<file path="src/rtl/bcr_consts.svh">
// Offsets, field positions and reset values of the bridge configuration block
`ifndef BCR_CONSTS_SVH
`define BCR_CONSTS_SVH
`define BCR_ADDR_BRIDGE_STATUS 8'h50
`define BCR_ADDR_BRIDGE_CONFIG 8'h54
`define BCR_BIT_EXTERNAL_CONTROL_SELECT        7
`define BCR_BIT_INT_EN         6
`define BCR_BIT_EDID_DIS       5
`define BCR_BIT_AUTO_DIS       4
`define BCR_BIT_RSVD           3
`define BCR_BIT_TDM            2
`define BCR_BIT_AUDIO_SRC      1
`define BCR_BIT_AUX_EN         0
`define BCR_STS_BIT_HDMI_INT   6
`define BCR_CFG_RESET          8'h00
`define BCR_CFG_WMASK          8'hF7
`endif

</file>
<file path="src/rtl/bcr_pkg.sv">
// Types shared by the bridge configuration block
package bcr_pkg;
    typedef enum logic [1:0] {
        S_STRAP,
        S_EDID,
        S_INIT,
        S_DONE
    } bcr_state_t;
endpackage

</file>
<file path="src/rtl/bcr_bridge_config.sv">
// Bridge configuration register with start-up sequencing and audio source select
`timescale 1ns/100ps
`default_nettype none
`include "bcr_consts.svh"
// Functional notes
// - External-control bit set disables internal bridge control and receiver initialization.
// - External-control bit is loaded from strap pin b at power-up.
// - Interrupt-enable bit routes receiver interrupts to active-low irq pin; resets zero.
// - With remote-load-disable clear, device fetches remote display id into local memory.
// - Remote-load-disable set skips that fetch; bit loaded from strap pin b.
// - Automatic receiver setup runs by default while auto-disable bit stays zero.
// - Writing one to auto-disable stops automatic receiver setup.
// - TDM bit, reset zero, makes device handle HDMI audio in TDM form.
// - Local audio comes from the device's own I2S input pins.
// - Auxiliary-audio bit enables an extra two-channel auxiliary stream.
// - Auxiliary-audio bit is loaded from strap pin a at power-up.
// - Status flag shows pending receiver interrupt regardless of interrupt enable.
module bcr_bridge_config #(
    parameter int AUD_W = 4
) (
    // Clock and reset
    input  wire logic               mclk_in,
    input  wire logic               reset_n_in,
    // Mode-select straps
    input  wire logic               strap_pin_a_in,
    input  wire logic               strap_pin_b_in,
    // Register access port
    input  wire logic [7:0]         reg_addr_in,
    input  wire logic               reg_wr_en_in,
    input  wire logic               reg_rd_en_in,
    input  wire logic [7:0]         reg_wdata_in,
    output logic      [7:0]         reg_rdata_out,
    // HDMI receiver side
    input  wire logic               hdmi_irq_in,
    input  wire logic               rx_init_done_in,
    input  wire logic               edid_load_done_in,
    output logic                    internal_ctl_en_out,
    output logic                    rx_init_req_out,
    output logic                    edid_load_req_out,
    output logic                    init_done_out,
    output logic                    irq_out_n,
    // Audio path
    input  wire logic [AUD_W-1:0]   hdmi_audio_in,
    input  wire logic [AUD_W-1:0]   i2s_audio_in,
    output logic      [AUD_W-1:0]   audio_out,
    output logic                    audio_src_local_out,
    output logic                    tdm_enable_out,
    output logic                    aux_audio_en_out
);
    import bcr_pkg::*;

    logic [7:0]  bridge_config;
    logic        strap_done;
    bcr_state_t  state;
    bcr_state_t  next_state;
    logic        cfg_wr;
    logic        external_control_select;
    logic        auto_dis;
    logic        edid_dis;

    assign cfg_wr   = reg_wr_en_in && (reg_addr_in == `BCR_ADDR_BRIDGE_CONFIG);
    assign external_control_select  = bridge_config[`BCR_BIT_EXTERNAL_CONTROL_SELECT];
    assign auto_dis = bridge_config[`BCR_BIT_AUTO_DIS];
    assign edid_dis = bridge_config[`BCR_BIT_EDID_DIS];

    // Strap capture happens once, on the first edge after reset release
    always_ff @(posedge mclk_in or negedge reset_n_in) begin
        if (!reset_n_in) begin
            strap_done <= 1'b0;
        end else begin
            strap_done <= 1'b1;
        end
    end

    // Configuration register: straps first, then software writes
    always_ff @(posedge mclk_in or negedge reset_n_in) begin
        if (!reset_n_in) begin
            bridge_config <= `BCR_CFG_RESET;
        end else if (!strap_done) begin
            bridge_config                    <= `BCR_CFG_RESET;
            bridge_config[`BCR_BIT_EXTERNAL_CONTROL_SELECT]  <= strap_pin_b_in;
            bridge_config[`BCR_BIT_EDID_DIS] <= strap_pin_b_in;
            bridge_config[`BCR_BIT_AUX_EN]   <= strap_pin_a_in;
        end else if (cfg_wr) begin
            bridge_config <= reg_wdata_in & `BCR_CFG_WMASK;
        end
    end

    // Read data: status, configuration, zero elsewhere
    always_ff @(posedge mclk_in or negedge reset_n_in) begin
        if (!reset_n_in) begin
            reg_rdata_out <= 8'h00;
        end else if (reg_rd_en_in) begin
            unique case (reg_addr_in)
                `BCR_ADDR_BRIDGE_STATUS: begin
                    reg_rdata_out <= {1'b0, hdmi_irq_in, 6'h00};
                end
                `BCR_ADDR_BRIDGE_CONFIG: begin
                    reg_rdata_out <= bridge_config;
                end
                default: begin
                    reg_rdata_out <= 8'h00;
                end
            endcase
        end
    end

    // Start-up sequencer: remote display id load, then receiver setup
    always_comb begin
        next_state = state;
        unique case (state)
            S_STRAP: begin
                next_state = S_EDID;
            end
            S_EDID: begin
                if (edid_dis || edid_load_done_in) begin
                    next_state = S_INIT;
                end
            end
            S_INIT: begin
                if (external_control_select || auto_dis || rx_init_done_in) begin
                    next_state = S_DONE;
                end
            end
            S_DONE: begin
                next_state = S_DONE;
            end
        endcase
    end

    // Sequencer state register
    always_ff @(posedge mclk_in or negedge reset_n_in) begin
        if (!reset_n_in) begin
            state <= S_STRAP;
        end else if (strap_done) begin
            state <= next_state;
        end
    end

    // Requests to the receiver and loader
    assign edid_load_req_out   = (state == S_EDID) && !edid_dis;
    assign rx_init_req_out     = (state == S_INIT) && !external_control_select && !auto_dis;
    assign internal_ctl_en_out = !external_control_select;
    assign init_done_out       = (state == S_DONE);

    // Interrupt pin, active low, gated by the enable bit
    always_ff @(posedge mclk_in or negedge reset_n_in) begin
        if (!reset_n_in) begin
            irq_out_n <= 1'b1;
        end else begin
            irq_out_n <= !(hdmi_irq_in && bridge_config[`BCR_BIT_INT_EN]);
        end
    end

    // Downstream audio source mux
    always_ff @(posedge mclk_in or negedge reset_n_in) begin
        if (!reset_n_in) begin
            audio_out <= '0;
        end else if (bridge_config[`BCR_BIT_AUDIO_SRC]) begin
            audio_out <= i2s_audio_in;
        end else begin
            audio_out <= hdmi_audio_in;
        end
    end

    // Audio mode controls
    assign audio_src_local_out = bridge_config[`BCR_BIT_AUDIO_SRC];
    assign tdm_enable_out      = bridge_config[`BCR_BIT_TDM];
    assign aux_audio_en_out    = bridge_config[`BCR_BIT_AUX_EN];
endmodule // bcr_bridge_config
`default_nettype wire

</file>
<file path="config.mk">
export PLATFORM = sky130hd
export DESIGN_NAME = bcr_bridge_config
export DESIGN_NICKNAME = d
export VERILOG_FILES = /design/src/rtl/bcr_pkg.sv /design/src/rtl/bcr_bridge_config.sv
export VERILOG_INCLUDE_DIRS = /design/src /design/src/rtl
export SDC_FILE = /design/constraint.sdc
export NUM_CORES = 1
export LEC_CHECK = 0
export BUFFER_PORTS_ARGS = -buffer_cell sky130_fd_sc_hd__buf_4
export CAP_MARGIN = 20
export CORE_MARGIN = 4
export CORE_UTILIZATION = 35
export CTS_CLUSTER_DIAMETER = 80
export DETAILED_ROUTE_END_ITERATION = 8
export GPL_TIMING_DRIVEN = 1
export PLACE_DENSITY_LB_ADDON = 0.05
export REMOVE_ABC_BUFFERS = 1
export SLEW_MARGIN = 20
export SYNTH_ARGS = -nofsm -noshare
export SYNTH_HDL_FRONTEND = slang
export SYNTH_SLANG_ARGS = --single-unit
</file>
<file path="constraint.sdc">
create_clock -name mclk_in -period 3.24 [get_ports mclk_in]
set_clock_uncertainty 0.2 [all_clocks]
set_input_delay 0.81 -clock mclk_in [delete_from_list [all_inputs] [get_ports mclk_in]]
set_output_delay 0.81 -clock mclk_in [all_outputs]
set_load 0.05 [all_outputs]
</file>
==> results.md, run 1 <==
* finished, final reports clean — outcome
* rx_init_req_out — Worst Setup EP
* 0 — count of unresolved DRC violations after routing
* 552 µm² — area taken by flip-flops and latches
* 1 — WP buf/inv
* output port — Setup crit end kind
* 0.11 ns — clk slew on worst S/H paths
* 855 — Vias
* 5 — Max FO, Critical Path
* 0 — antenna-violating nets left
* flip-flops — kind of cell adding the most delay to the critical path
* 0 — Max Transition Viols Final
* 0.170 ns — worst hold slack across all endpoints
* 27 — number of distinct library cell variants in the gate-level netlist after synthesis
* sky130_fd_sc_hd__dfrtp_1 — Slowest cell on crit path
* 4 — number of detailed-route iterations in the first pass
* 53 — top-level port count
* 264 — number of filler instances in the final layout
* 2 — deepest clock path buffer count
* 0 — maxcap violations
* strap_done$_DFF_PN0_ — Worst R2R Start
* 97 — Mapped Cells
* 50 — total of buffers placed on input and output ports
* 0 — final global-route overflow total
* 10.6 µm² — post-synthesis average cell area
* primary input to asynchronous set/reset pin — Hold/Removal Path Class
* sky130_fd_sc_hd__clkbuf_4 — CTS root buffer
* 0 — initial antenna violation count
* 22 — clock sink count
* 0.30 ns — clock latency of the later-clocked register in the worst-skew pair
* 19 — total number of placement rows
* 0 — final count of hold timing violations
* state[0]$_DFFE_PN0P_ — worst setup path start
* 427 µm² — Multi-input gate area
* false — setup repair after global routing missed its margin
* 53.7% — share of synthesized area occupied by flip-flops and latches
* 0 — ant diodes
* 12.0 µm — per-cell routed wire length
* nor4b_4 -> buf_4 — crit-path cells
* 22 — number of register bits inferred by synthesis
* 2780 µm² — placeable core region
* 0 — final setup violating endpoints
* 355 nW/µm² — Cell Pwr Density
* 52.6% — post-layout util
* 1.30 ns — Arrival @ worst endpoint
* 433 MHz — highest clock frequency the design can meet
* 1.69 mm — HPWL reported at the end of detailed placement
* 0 — count of warnings emitted by yosys
* built — TritonCTS clock tree
* 0 ns — sum of negative setup slack
* 0.45 ns — Crit path largest cell delay
* 66.6% — tightest slew margin relative to the limit
* 36.9% — initial core utilization
* 1.69 ns — worst-case register-to-register setup slack
* 3 — number of CTS-inserted buffers
* 4.78 — detail-routed via count per cell
* 0.500 ns — slew at the pin closest to its max-slew limit
* 1 — number of levels the H-tree was split into
* 2.23 ns — Crit path required time
* 42.4% — area growth from synthesis to layout
* register — startpoint class of the critical path
* 1030 µm² — Post-Synthesis Cell Area
* 62.2 µm — Die Width
* 2.14 mm — routed wire length
* 2 — critical path depth
* 71.3% — final period utilization
* sky130_fd_sc_hd__buf_4 — most common library cell in the layout ignoring fill and taps
* state[0]$_DFFE_PN0P_ — RR Endpoint
* 43.2% — share of cells above drive strength 1
* 15 — drt first-iter violations
* 3.71 mm — wire length of the first global-routing pass
* 62.2 µm — Die Y
* 0.729 — weighted congestion reported at the end of routability-driven placement
* register to output port — category of the most critical setup path
* 23 — maximum number of pins on one net before global-route repair
* 0 — quantity of hold-fixing buffers added after cts
* 50 x sky130_fd_sc_hd__buf_4, 21 x sky130_fd_sc_hd__dfrtp_1, 16 x sky130_fd_sc_hd__nand2_1 — most frequent cells in the layout
* 0 — CTS resizes
* 182 — number of nets in the layout
* 0.000301 V — Max VDD drop
* 0 — buffers inserted by post-CTS timing repair
* 3870 µm² — area of the die
* 11.7% — aggregate global-route resource usage
* 2.31 ns — Tmin final
* 0.738 nW — total leakage power
* 868 — vias in the first global route
* 2 — number of cell instances on the worst register-to-register path
==> layout make-up <==
type	count	area share, %
multi-input cells	63	29.2
well taps	31	2.65
clock buffers	4	2.48
inverters	9	2.31
flip-flops and latches	22	37.7
repair buffers	50	25.7
==> registers in the layout, indices dropped and copies added, names as in the netlist <==
| register | count |
|---|---|
| irq_out_n | 1 |
| reg_rdata_out | 7 |
| audio_out | 4 |
| state | 2 |
| bridge_config | 7 |
| strap_done | 1 |
==> metal layers <==
metal	global-route usage (%)	up-vias	wire length [µm]
met5	0	-	0
met4	3.25	0	20
met3	4.32	2	188
met2	19.7	33	1060
met1	13.9	390	876
li1	-	430	-
==> cell families after synthesis <==
kind of cell	Yosys count	synth area share (%)
multiplexers	10	10.5
other	2	0.731
AND/OR/NAND/NOR	38	21.6
buffers and inverters	12	4.75
AO/OA/AOI/OAI	13	8.77
flip-flops	22	53.7
==> report_power, final <==
part           switching (mW)  internal (mW)  total [mW]
Sequential            0.00793          0.281       0.289
Combinational          0.0436         0.0406      0.0842
Clock                  0.0770         0.0685       0.146
==> cells in the mapped netlist, drive strengths merged <==
library cell	count	area share (%)
mux2i	4	3.9
nor2b	6	3.7
nand2	16	5.8
o22ai	6	3.7
a221o	1	0.97
mux2	6	6.6
dfrtp	21	51
nor4b	1	2.3
conb	2	0.73
buf	1	0.73
a21boi	1	0.73
and4bb	1	1.2
and3	2	1.2
nand2b	1	0.61
o21ai	2	0.97
nand4	3	3.0
o211ai	1	0.73
nand3	1	0.49
nor3	1	0.49
clkbuf	2	0.73
a221oi	2	1.7
dfstp	1	2.6
inv	9	3.3
nor2	4	1.5
and2	2	1.2
==> per-stage QoR <==
stage | std cells | instance area [µm²] | power, mW | setup WS, ns
after floorplan | 94 | 1010 | 0.330 | 0.954
after global placement | 175 | 1430 | 0.379 | 1.18
after detailed placement | 175 | 1430 | 0.380 | 1.17
after CTS | 179 | 1460 | 0.528 | 0.910
after global routing | 179 | 1460 | 0.545 | 0.838
final | 179 | 1460 | 0.519 | 0.930
==> worst min path at each step <==
stage / from / endpoint / slack, ns
floorplan: bridge_config[6]$_DFFE_PN0P_ / irq_out_n$_DFF_PN1_ / 0.19
global placement: bridge_config[6]$_DFFE_PN0P_ / irq_out_n$_DFF_PN1_ / 0.20
detailed placement: bridge_config[6]$_DFFE_PN0P_ / irq_out_n$_DFF_PN1_ / 0.21
CTS: reset_n_in / state[1]$_DFFE_PN0P_ / 0.17
global route: reset_n_in / state[1]$_DFFE_PN0P_ / 0.18
finish: reset_n_in / state[1]$_DFFE_PN0P_ / 0.17
Note: power is estimated with default switching activity, not from simulation.
==> run 2, diff against run 1 <==
- clock period: 3.24 -> 2 ns (I/O delays scaled with it)
==> run 2 against run 1 <==
  * Sequential power is 62% higher
  * Die area is the same
  * Clock power rose by 66%
  * Register-to-register slack got worse by 1.2 ns
  * Flip-flop and latch count unchanged
  * Utilization up 1.4 points
  * Critical path depth unchanged
  * Routed wire length is 4.3% higher
  * Sequential share of layout area shrank 0.89 points
  * Global-route usage up 0.096 points
  * First-iteration DRC count rose by 40%
==> results.md, run 2 (synthesis gave the netlist of run 1 again) <==
* bridge_config x7, reg_rdata_out x7, audio_out x4 — registers with the most flip-flops
* 0.730 — weighted congestion reported at the end of routability-driven placement
* 0.45 ns — Crit path largest cell delay
* true — setup repair after global routing missed its margin
* 36.9% — initial core utilization
* 19 — total number of placement rows
* 0.30 ns — clock latency of the later-clocked register in the worst-skew pair
* 0.12 ns — clk slew on worst S/H paths
* 3 — number of CTS-inserted buffers
* 850 µW — overall power consumption
* 0 — count of unresolved DRC violations after routing
* 182 — filler-free cell count of the finished design
* 0 — maxcap violations
* 0.0415 ns — min setup slack post-route
* 97.9% — final period utilization
* 45.7% — share of cells above drive strength 1
* flip-flops — kind of cell adding the most delay to the critical path
* 1500 µm² — post-route design area
* 0.754 nW — total leakage power
* 1.30 ns — Crit path required time
* 1.26 ns — Arrival @ worst endpoint
* 2 — deepest clock path buffer count
* 23 — maximum number of pins on one net before global-route repair
* built — TritonCTS clock tree
* 175 — count of placed standard cells including taps
* 3870 µm² — area of the die
* 11.8% — aggregate global-route resource usage
* 1.71 mm — HPWL reported at the end of detailed placement
* register — startpoint class of the critical path
* 1.96 ns — Tmin final
* 0.000346 V — Max VDD drop
* 21 — drt first-iter violations
* 2780 µm² — placeable core region
* 54.0% — post-layout util
* 50 — total of buffers placed on input and output ports
* 53 — top-level port count
* 46.2% — area growth from synthesis to layout
* 62.2 µm — Die Y
* 3.75 mm — wire length of the first global-routing pass
* 2.24 mm — routed wire length
* sky130_fd_sc_hd__clkbuf_4 — CTS root buffer
* 62.2 µm — Die Width
* sky130_fd_sc_hd__dfrtp_1 — Slowest cell on crit path
* 0.117 ns — worst hold slack across all endpoints
* 1 — number of levels the H-tree was split into
* 50 x sky130_fd_sc_hd__buf_4, 20 x sky130_fd_sc_hd__dfrtp_1, 16 x sky130_fd_sc_hd__nand2_1 — most frequent cells in the layout
* 0 — ant diodes
* 511 MHz — highest clock frequency the design can meet
* register to output port — category of the most critical setup path
* 0 — final setup violating endpoints
* 0 — initial antenna violation count
* 0 ns — sum of negative setup slack
* 877 — Vias
* 0.239 ns — pre-CTS setup slack
* 0 — final global-route overflow total
* 2 — critical path depth
* 566 nW/µm² — Cell Pwr Density
* 5 — number of detailed-route iterations in the first pass
* 22 — clock sink count
* 2 — number of cell instances on the worst register-to-register path
* 0 — Max Transition Viols Final
* output port — Setup crit end kind
* 1430 µm² — cell area reported after detailed placement
* sky130_fd_sc_hd__buf_4 — most common library cell in the layout ignoring fill and taps
* finished, final reports clean — outcome
* 185 — number of nets in the layout
* 0 — final count of hold timing violations
* 4 — Max FO, Critical Path
* 882 — vias in the first global route
* primary input to register — Hold/Removal Path Class
* nor4b_4 -> buf_6 — crit-path cells
* 0.46 ns — worst-case register-to-register setup slack
* 12.3 µm — per-cell routed wire length
* 1 — WP buf/inv
* 4.82 — detail-routed via count per cell
* 0 — antenna-violating nets left
* 2 — hold depth
-- run 2: cell types whose count changed in the layout (fill, tap and decap cells not counted) --
cell | before | now
sky130_fd_sc_hd__dfrtp_1 | 21 | 20
sky130_fd_sc_hd__nor2b_1 | 6 | 4
sky130_fd_sc_hd__dlygate4sd3_1 | 0 | 1
sky130_fd_sc_hd__dfrtp_2 | 0 | 1
sky130_fd_sc_hd__buf_6 | 0 | 2
sky130_fd_sc_hd__nor2b_2 | 0 | 2
-- run 2: worst paths after layout --
| path | from | endpoint |
|---|---|---|
| worst max-delay path | state[0]$_DFFE_PN0P_ | rx_init_req_out |
| worst min-delay path | hdmi_irq_in | irq_out_n$_DFF_PN1_ |
| worst max register to register | strap_done$_DFF_PN0_ | state[0]$_DFFE_PN0P_ |
| worst min register to register | bridge_config[6]$_DFFE_PN0P_ | irq_out_n$_DFF_PN1_ |
| max in group asynchronous | reset_n_in | irq_out_n$_DFF_PN1_ |
| min in group asynchronous | reset_n_in | reg_rdata_out[7]$_DFFE_PN0P_ |
-- run 2: routing by layer --
| layer | vias up | wire length (µm) | track usage [%] |
|---|---|---|---|
| met5 | - | 0 | 0 |
| met4 | 0 | 18 | 4.07 |
| met3 | 2 | 172 | 3.42 |
| met2 | 30 | 1110 | 20.3 |
| met1 | 410 | 932 | 13.8 |
| li1 | 435 | - | - |
-- run 2: report_power, final --
part	internal, mW	total (mW)	switching [mW]	leakage, nW
Sequential	0.456	0.469	0.0134	0.274
Combinational	0.0670	0.138	0.0710	0.460
Clock	0.111	0.243	0.132	0.0210
-- run 2: final cells by class --
| cell class | instances | area (µm²) |
|---|---|---|
| Tap cell | 31 | 38.8 |
| Clock buffer | 4 | 36.3 |
| Fill cell | 274 | 1280 |
| Timing Repair Buffer | 53 | 408 |
| Inverter | 9 | 33.8 |
| Sequential cell | 22 | 553 |
| Multi-Input combinational cell | 63 | 432 |
-- run 2: repair_timing --
action | in CTS | in global routing
setup buffers | 0 | 2
pin swaps | 0 | 1
resized for setup | 1 | 4
endpoints found under the setup margin | 1 | 2
hold endpoints to repair | 21 | 0
hold buffers | 1 | 0
